`config.mk`:
```
export PLATFORM = sky130hd
export DESIGN_NAME = dpa_port_host
export DESIGN_NICKNAME = d
export VERILOG_FILES = /design/src/verilog/dpa_pkg.sv /design/src/verilog/dpa_port_host.sv
export SDC_FILE = /design/constraint.sdc
export NUM_CORES = 1
export LEC_CHECK = 0
export BUFFER_PORTS_ARGS = -buffer_cell sky130_fd_sc_hd__buf_2
export CAP_MARGIN = 5
export CORE_MARGIN = 3
export CORE_UTILIZATION = 46
export DETAILED_ROUTE_END_ITERATION = 16
export GPL_TIMING_DRIVEN = 0
export PLACE_DENSITY = 0.78
export SLEW_MARGIN = 20
export SYNTH_ARGS = -nofsm -noshare
export SYNTH_HDL_FRONTEND = slang
export SYNTH_SLANG_ARGS = --single-unit
```
`constraint.sdc`:
```
create_clock -name sys_clk -period 1.8 [get_ports sys_clk]
set_input_delay 0.45 -clock sys_clk [delete_from_list [all_inputs] [get_ports sys_clk]]
set_output_delay 0.45 -clock sys_clk [all_outputs]
set_load 0.1 [all_outputs]
```
`src/verilog/dpa_pkg.sv`:
```
// Package with constants and carrier types for the dual-port RAM port host.
package dpa_pkg;

  // Memory geometry and mailbox locations.
  localparam int          DPA_ADDR_W    = 11;
  localparam int          DPA_DATA_W    = 8;
  localparam logic [10:0] DPA_MBOX_RIGHT = 11'h7FF;
  localparam logic [10:0] DPA_MBOX_LEFT  = 11'h7FE;

  // Clock period and device timing in nanoseconds.
  localparam int CLK_PERIOD_NS             = 5;
  localparam int PRIORITY_SETUP_INTERVAL_NS = 5;
  localparam int MATCH_TO_BUSY_DELAY_NS     = 15;
  localparam int MIN_WRITE_PULSE_NS         = 12;
  localparam int WRITE_PULSE_TO_DATA_DELAY_NS = 30;

  // Least times round up to whole cycles, never below one.
  localparam int MATCH_TO_BUSY_CYC =
    (MATCH_TO_BUSY_DELAY_NS + CLK_PERIOD_NS - 1) / CLK_PERIOD_NS;
  localparam int MIN_WRITE_PULSE_CYC =
    (MIN_WRITE_PULSE_NS + CLK_PERIOD_NS - 1) / CLK_PERIOD_NS;
  localparam int READ_DATA_CYC =
    (WRITE_PULSE_TO_DATA_DELAY_NS + CLK_PERIOD_NS - 1) / CLK_PERIOD_NS;

  // Width of the host's cycle counter and reset values.
  localparam int         DPA_CNT_W    = 4;
  localparam logic [3:0] DPA_CNT_RST  = 4'h0;
  localparam logic [1:0] DPA_SYNC_RST = 2'h3;

  // Host sequencer states.
  typedef enum logic [2:0] {
    ST_IDLE,
    ST_SETUP,
    ST_STROBE,
    ST_WAIT,
    ST_EXTEND,
    ST_DONE
  } dpa_state_t;

  // Pins driven toward one device port.
  typedef struct packed {
    logic [10:0] addr;
    logic [7:0]  dataOut;
    logic        dataOe;
    logic        chipSelN;
    logic        writeN;
    logic        outEnN;
  } dpa_pins_t;

  // Whole state of the host.
  typedef struct packed {
    dpa_state_t  state;
    logic [3:0]  cnt;
    logic        isWrite;
    logic        retried;
    logic [7:0]  rdData;
    logic        done;
    dpa_pins_t   pins;
    logic [1:0]  busySync;
    logic [1:0]  intSync;
  } dpa_host_t;

endpackage

```
`src/verilog/dpa_port_host.sv`:
```
// Host controller that drives one port of the dual-port RAM through its pins.
`timescale 1ns/10ps

module dpa_port_host
  import dpa_pkg::*;
#(
  parameter int STROBE_DELAY = 0  // Extra strobe delay cycles for slave ports.
) (
  input  wire logic              sys_clk,     // System clock, 200 MHz.
  input  wire logic              reset_n,     // Asynchronous reset, low.
  input  wire logic              reqValid,    // Start one access.
  output logic                   reqReady,    // Host idle, request taken.
  input  wire logic              reqWrite,    // One for write, zero for read.
  input  wire logic [10:0]       reqAddr,     // Byte address.
  input  wire logic [7:0]        reqWdata,    // Write data.
  output logic                   rspValid,    // Access finished, one cycle.
  output logic [7:0]             rspRdata,    // Read data.
  output logic                   irqPending,  // Own interrupt, synchronised.
  output logic [10:0]            portAddr,    // Address pins.
  input  wire logic [7:0]        portDataIn,  // Data pins, sampled.
  output logic [7:0]             portDataOut, // Data pins, driven.
  output logic                   portDataOe,  // High while host drives data.
  output logic                   chipSelN,    // Chip select, low active.
  output logic                   writeN,      // Write strobe, low active.
  output logic                   outEnN,      // Output enable, low active.
  input  wire logic              busyN,       // Busy from master, low.
  input  wire logic              intN         // Interrupt flag, low.
);

  ////////////////////////////////////////////////////////////////////////////
  // State register and its next value.
  dpa_host_t host_r;
  dpa_host_t host_nxt;

  localparam logic [3:0] WR_CYC   = 4'(MIN_WRITE_PULSE_CYC);
  localparam logic [3:0] RD_CYC   = 4'(READ_DATA_CYC);
  localparam logic [3:0] SLV_CYC  = 4'(MATCH_TO_BUSY_CYC + STROBE_DELAY);

  // Busy is low after the second synchroniser stage.
  // The host only listens to busy, so it never fights a master over it.
  logic busySeen;
  assign busySeen = ~host_r.busySync[1];

  ////////////////////////////////////////////////////////////////////////////
  // Next-state logic for the access sequencer.
  always_comb begin
    host_nxt = host_r;
    host_nxt.done = 1'b0;
    // Busy and interrupt pins pass two flip-flops before use.
    host_nxt.busySync = {host_r.busySync[0], busyN};
    host_nxt.intSync  = {host_r.intSync[0], intN};
    case (host_r.state)
      ST_IDLE: begin
        if (reqValid) begin
          host_nxt.isWrite       = reqWrite;
          host_nxt.retried       = 1'b0;
          host_nxt.pins.addr     = reqAddr;
          host_nxt.pins.dataOut  = reqWdata;
          host_nxt.pins.chipSelN = 1'b0;
          host_nxt.pins.outEnN   = reqWrite;
          host_nxt.pins.dataOe   = 1'b0;
          // Slaves see the strobe only after arbitration settles.
          host_nxt.cnt   = (STROBE_DELAY > 0) ? SLV_CYC : 4'h1;
          host_nxt.state = ST_SETUP;
        end
      end
      ST_SETUP: begin
        // Chip select leads the strobe so read data is not tristated.
        if (host_r.cnt <= 4'h1) begin
          host_nxt.pins.writeN = ~host_r.isWrite;
          host_nxt.pins.dataOe = host_r.isWrite;
          host_nxt.cnt   = host_r.isWrite ? WR_CYC : RD_CYC;
          host_nxt.state = ST_STROBE;
        end else begin
          host_nxt.cnt = host_r.cnt - 4'h1;
        end
      end
      ST_STROBE: begin
        if (busySeen) begin
          // Busy means not ready: hold the strobe and wait.
          host_nxt.retried = 1'b1;
          host_nxt.state   = ST_WAIT;
        end else if (host_r.cnt <= 4'h1) begin
          host_nxt.state = ST_DONE;
        end else begin
          host_nxt.cnt = host_r.cnt - 4'h1;
        end
      end
      ST_WAIT: begin
        if (!busySeen) begin
          // Extend by a full pulse so the retried write overwrites.
          host_nxt.cnt   = host_r.isWrite ? WR_CYC : RD_CYC;
          host_nxt.state = ST_EXTEND;
        end
      end
      ST_EXTEND: begin
        if (busySeen) begin
          host_nxt.state = ST_WAIT;
        end else if (host_r.cnt <= 4'h1) begin
          host_nxt.state = ST_DONE;
        end else begin
          host_nxt.cnt = host_r.cnt - 4'h1;
        end
      end
      ST_DONE: begin
        // Sample flow-through data, then drop strobe and chip select in the same cycle.
        host_nxt.rdData        = portDataIn;
        host_nxt.pins.writeN   = 1'b1;
        host_nxt.pins.dataOe   = 1'b0;
        host_nxt.pins.chipSelN = 1'b1;
        host_nxt.pins.outEnN   = 1'b1;
        host_nxt.done          = 1'b1;
        host_nxt.state         = ST_IDLE;
      end
      default: begin
        host_nxt.state = ST_IDLE;
      end
    endcase
  end

  ////////////////////////////////////////////////////////////////////////////
  // State flip-flops with constant reset values.
  always_ff @(posedge sys_clk or negedge reset_n) begin
    if (!reset_n) begin
      host_r               <= '0;
      host_r.state         <= ST_IDLE;
      host_r.cnt           <= DPA_CNT_RST;
      host_r.pins.chipSelN <= 1'b1;
      host_r.pins.writeN   <= 1'b1;
      host_r.pins.outEnN   <= 1'b1;
      host_r.busySync      <= DPA_SYNC_RST;
      host_r.intSync       <= DPA_SYNC_RST;
    end else begin
      host_r <= host_nxt;
    end
  end

  ////////////////////////////////////////////////////////////////////////////
  // Output assignments.
  assign reqReady    = (host_r.state == ST_IDLE);
  assign rspValid    = host_r.done;
  assign rspRdata    = host_r.rdData;
  assign irqPending  = ~host_r.intSync[1];
  assign portAddr    = host_r.pins.addr;
  assign portDataOut = host_r.pins.dataOut;
  assign portDataOe  = host_r.pins.dataOe;
  assign chipSelN    = host_r.pins.chipSelN;
  assign writeN      = host_r.pins.writeN;
  assign outEnN      = host_r.pins.outEnN;

  ////////////////////////////////////////////////////////////////////////////
  // Checks on the pin sequence.

  // A write strobe never appears without chip select.
  property p_strobe_cs;
    @(posedge sys_clk) disable iff (!reset_n)
      !writeN |-> !chipSelN;
  endproperty
  a_strobe_cs: assert property (p_strobe_cs)
    else $error("Write strobe low without chip select.");

  // Chip select is already low the cycle before the strobe falls.
  property p_cs_first;
    @(posedge sys_clk) disable iff (!reset_n)
      $fell(writeN) |-> $past(!chipSelN);
  endproperty
  a_cs_first: assert property (p_cs_first)
    else $error("Chip select did not precede write strobe.");

  // While busy is seen the access is held, never finished.
  property p_busy_hold;
    @(posedge sys_clk) disable iff (!reset_n)
      (host_r.state == ST_WAIT && busySeen) |=> !rspValid && !chipSelN;
  endproperty
  a_busy_hold: assert property (p_busy_hold)
    else $error("Access ended while busy was active.");

  // After busy release a write keeps its strobe a full pulse.
  property p_extend;
    @(posedge sys_clk) disable iff (!reset_n)
      (host_r.state == ST_WAIT && !busySeen && host_r.isWrite)
        |=> (!writeN)[*3];
  endproperty
  a_extend: assert property (p_extend)
    else $error("Write not extended after busy release.");

  // A busy seen during the strobe parks the access in the wait state.
  property p_busy_wait;
    @(posedge sys_clk) disable iff (!reset_n)
      (host_r.state == ST_STROBE && busySeen)
        |=> (host_r.state == ST_WAIT && host_r.retried);
  endproperty
  a_busy_wait: assert property (p_busy_wait)
    else $error("Busy during the strobe did not stop the access.");

  // Outputs are enabled only in a selected read with the strobe high.
  property p_read_oe;
    @(posedge sys_clk) disable iff (!reset_n)
      !outEnN |-> (writeN && !chipSelN && !portDataOe);
  endproperty
  a_read_oe: assert property (p_read_oe)
    else $error("Output enable low outside a selected read.");

  // A slave-bank port has chip select low SLV_CYC cycles before its write strobe falls.
  property p_slave_delay;
    @(posedge sys_clk) disable iff (!reset_n)
      (STROBE_DELAY > 0 && $fell(writeN)) |-> $past(!chipSelN, SLV_CYC);
  endproperty
  a_slave_delay: assert property (p_slave_delay)
    else $error("Slave write strobe came before arbitration settled.");

endmodule

```
Word-level counts from Yosys, hierarchy flattened
Cells that the tools add are included.
{ "word_totals": {"regBits": 44, "inputBits": 33, "output_inout_bits": 34, "word_cells": 60} }
{ "classes": {"addsub": 1, "n_lt_le_gt_ge": 1, "n_eq_ne": 11, "mux": 20, "bitwise": 2, "n_reduce_logical": 12} }
{ "ops": {"columns": ["op", "n"], "rows": [
  ["one-hot mux 4 bit (4 select lines)", 1],
  ["2-to-1 mux 3 bit", 4],
  ["2-to-1 mux 4 bit", 3],
  ["one-hot mux 3 bit (4 select lines)", 1],
  ["2-to-1 mux 9 bit", 1],
  ["inequality test 2 bit (second input constant)", 4],
  ["2-to-1 mux 7 bit", 1],
  ["equality test 3 x 2 -> 1 bit (second input constant)", 2],
  ["equality test 3 bit (second input constant)", 2],
  ["one-hot mux 1 bit (2 select lines)", 3],
  ["AND reduction 2 bit", 3],
  ["AND reduction 5 bit", 1],
  ["<= comparator 4 x 1 -> 1 bit (second input constant)", 1],
  ["2-to-1 mux 1 bit", 4],
  ["AND reduction 4 bit", 1],
  ["nonzero test 2 bit", 2],
  ["nonzero test 4 bit", 1],
  ["subtractor 4 x 1 -> 4 bit (second input constant)", 1],
  ["equality test 3 x 1 -> 1 bit (second input constant)", 1],
  ["zero test 3 bit", 1],
  ["inequality test 3 x 2 -> 1 bit (second input constant)", 1],
  ["one-hot mux 1 bit (3 select lines)", 1],
  ["AND reduction 3 bit", 1],
  ["nonzero test 3 bit", 1],
  ["other kinds (4)", 5]
]} }

Logic depth before layout (Yosys ltp)
{ "logic_depth": {"depth_word": 4, "ltp_mapped": 9, "mapped_depth_nobuf": 7} }

Least setup slack after synthesis
Ideal clock, no wire load.
{ "synth_timing": {"path_kind": "reg-to-reg", "start": "reg host_r[42] (netlist bit)", "end": "reg host_r, in the netlist portAddr[0]", "setup_ns": 0.125, "arrival_time_ns": 2.581, "required_time_ns": 1.675, "slack_ns": -0.906, "path_stages_with_launch": 7, "synth_period_minus_slack_ns": 2.706, "path_cell_list": "dfrtp_1 -> buf_2 -> nor3_2 -> and2_1 -> buf_4 -> buf_6 -> mux2_4"} }
{ "synth_via": {"elab_chain_len": 2} }
{ "synth_lines": {"columns": ["item", "line", "rtl"], "rows": [
  ["start: declaration", "dpa_port_host.sv:32", "dpa_host_t host_r;"],
  ["start signal: assignment", "dpa_port_host.sv:134", "host_r <= host_nxt;"],
  ["zero test 3 bit", null, null],
  ["named net reqReady", "dpa_port_host.sv:12", "output logic reqReady,"],
  ["AND reduction 2 bit (no line)", null, null]
]} }
The timed path passes the listed nets, and every way through them passes these cells.
A chain may end at the register's enable or synchronous reset.

Final worst setup path
{ "layout_timing": {"start": "reg, netlist name writeN", "end": "out writeN"} }
{ "layout_rtl": {"columns": ["item", "line", "rtl"], "rows": [
  ["end: declaration", "dpa_port_host.sv:24", "output logic writeN,"]
]} }
No word-level cell between the ends.

==> out/results.txt <==
status - finished, final reports clean
crit-path cells - buf_2
initial antenna violation count - 0
ANT nets after route - 0
Hold EP - host_nxt[3]$_DFF_PN1_
RSZ-0062 raised after global routing - yes
worst r2r path cells - 6
Die Area - 5780 um^2
Final setup viols - 0
pre-CTS setup slack - -56.2 ps
grt total ovfl - 0
TritonRoute pass-1 iters - 4
WL final - 4510 um
placeable core area - 4530 um^2
vias per cell - 4.78
Multi-input gate area - 852 um^2
Max Fclk - 0.581 GHz
Ports - 67
Synth Area per Inst - 12.1 um^2
final core utilization - 0.629
cell depth of the worst hold path - 1
CTS sink cnt - 44
slack of the worst reg-to-reg path - 80 ps
H-tree Lvls - 2
Clock Latency Late Sink - 300 ps
Worst Setup Slack, final - 78.8 ps
Fillers - 361
initial DRC count - 141
startpoint types - register
NumNets Final - 298
CTS tree - built
MaxCap Viol Count - 0
crit path buf inv count - 1
root buf cell - clkbuf_8
share of layout cells above drive strength 1 - 0.602
Mapped Nets - 222
post-synthesis sequential area ratio - 0.492
first-pass GRT wire length - 7710 um
detailed-route DRC error count - 0
M3 GR Usage - 0.0366
period utilization - 0.956
largest net degree at the start of global routing - 45
final clock skew - 9.46 ps
RR Endpoint - host_r[41]$_DFFE_PN0P_
Syn Inst Count - 187
Top Usage Layer GRT - met2
CP top delay family - flip-flops
Main synth FF type - dfrtp_1
register area - 1110 um^2
row cnt - 24
Global Route met2 Usage - 0.290
Slew headroom - 0.374
FFs w/ async S/R, synth - 1.00
Worst EP arrival - 1270 ps
Final Wtd Congestion - 0.840
Critical Path Max Stage Delay - 550 ps
post-DP HPWL - 3280 um
launch point of the worst reg-to-reg path - host_r[38]$_DFFE_PN0P_
global-route met1 utilization - 0.196
DIE WIDTH - 76.0 um
Least-Margin Pin Slew - 939 ps
WL/cell - 13.7 um
crit path time final - 1720 ps
critical path class - register to output pin
Ys Warns - 0
Tot GR Track Use - 0.162
Fin. Hold Viols - 0
slowest cell on the critical path - dfstp_2
P&R area growth vs syn - 26.4%
Syn Std Cell Area - 2250 um^2
clock buffer depth - 2
WP data required - 1350 ps
Slew Limit Fails - 0
hold_sp - busyN
Post-synth EDFFs - 0
HP Class - input port to register
quantity of I/O buffers inserted on ports - 66
initial cell density of the core - 0.497
Vias - 1574
Synth cell types - 45
Synth Register Bits - 44
crit-path max FO - 3
Final Cell Area - 2850 um^2
diode count - 0
CTS buffer count - 5
placed cell area - 2690 um^2
Worst-path clk slew - 90 ps
vias in the first global route - 1643
Die Span Y - 76.0 um
CP Capture Type - output pin
through the flow:
stage	setup TNS, ps	std cells	hold slack, ps
CTS	-17.6	330	234
detailed placement	-205	318	347
global route	-20.0	329	236
finish	0	329	249
global placement	-47.0	318	346
floorplan	-8340	187	154
metal layers:
metal / wire (um) / part of all wire / up-vias
met5: 0 / 0 / -
met4: 27 / 0.0060 / 0
met3: 249 / 0.055 / 2
met2: 2380 / 0.53 / 43
met1: 1860 / 0.41 / 765
li1: - / - / 764
synthesized netlist by cell type, types with 2 or more instances:
cell | instances | area (um^2)
and2_1 | 2 | 12.5
mux2_2 | 11 | 124
buf_6 | 4 | 45.0
nor2_1 | 7 | 26.3
o211ai_1 | 2 | 15.0
mux2_4 | 16 | 240
a21oi_1 | 8 | 40.0
buf_2 | 4 | 20.0
inv_1 | 9 | 33.8
dfstp_2 | 7 | 184
o21ai_0 | 3 | 15.0
nor3_1 | 6 | 30.0
ha_1 | 2 | 25.0
buf_4 | 29 | 218
o22ai_1 | 2 | 12.5
nand2_1 | 6 | 22.5
nand2b_1 | 2 | 12.5
o21ai_1 | 4 | 20.0
dfrtp_1 | 37 | 926
layout by cell type, fill, tap and decap left out, drive strengths merged, types with 2 or more instances in the layout:
master,instances
clkbuf,5
dfstp,7
inv,10
dfrtp,37
o211ai,2
o22ai,2
a21oi,8
nand2b,2
and2,2
o21ai,8
nand2,6
buf,107
nor3,7
ha,2
nor2,7
mux2,28
cell type report:
type	count	share of cell area
sequential	44	0.389
multi-input combinational	95	0.299
timing repair buffer	70	0.129
buffer	37	0.102
tap	65	0.0285
clock buffer	5	0.0241
clock inverter	3	0.0149
inverter	10	0.0132
sequential cells by signal, summed over array words and instances (netlist names):
register / count
chipSelN: 1
host_nxt: 2
host_r: 10
outEnN: 1
portAddr: 11
portDataOe: 1
portDataOut: 8
rspRdata: 8
rspValid: 1
writeN: 1
worst max-delay path by stage:
stage,startpoint,to,slack [ps],cells after the start
finish,writeN$_DFFE_PN1P_,writeN,80,1
global route,host_r[38]$_DFFE_PN0P_,host_r[41]$_DFFE_PN0P_,-20,7
CTS,host_r[38]$_DFFE_PN0P_,host_r[38]$_DFFE_PN0P_,-10,8
detailed placement,host_r[38]$_DFFE_PN0P_,host_r[41]$_DFFE_PN0P_,-60,8
global placement,host_r[38]$_DFFE_PN0P_,host_r[38]$_DFFE_PN0P_,-30,8
floorplan,host_r[43]$_DFFE_PN0P_,portAddr[0]$_DFFE_PN0P_,-430,6
repair_timing:
action	4_1_cts	5_1_grt
setup buffers	4	0
endpoints found under the setup margin	7	6
hold buffers	0	0
pin swaps	5	3
gates resized for setup	3	5
endpoints found under the hold margin	0	0
kinds of logic (layout without fill, tap and decap cells):
| logic type | Yosys count | after routing | share of synthesized area |
|---|---|---|---|
| buffers and inverters | 48 | 125 | 0.144 |
| DFF | 44 | 44 | 0.492 |
| and+or+nand+nor | 32 | 32 | 0.0760 |
| AOI/OAI and AO/OA | 31 | 31 | 0.102 |
| muxes | 29 | 29 | 0.171 |
| adders and majority gates | 2 | 2 | 0.0111 |
| xor gates and xnor gates | 1 | 1 | 0.00389 |
Power is left out: the tool's default activity adds up to more than one toggle a clock period on the data nets, which glitch-free logic cannot reach.
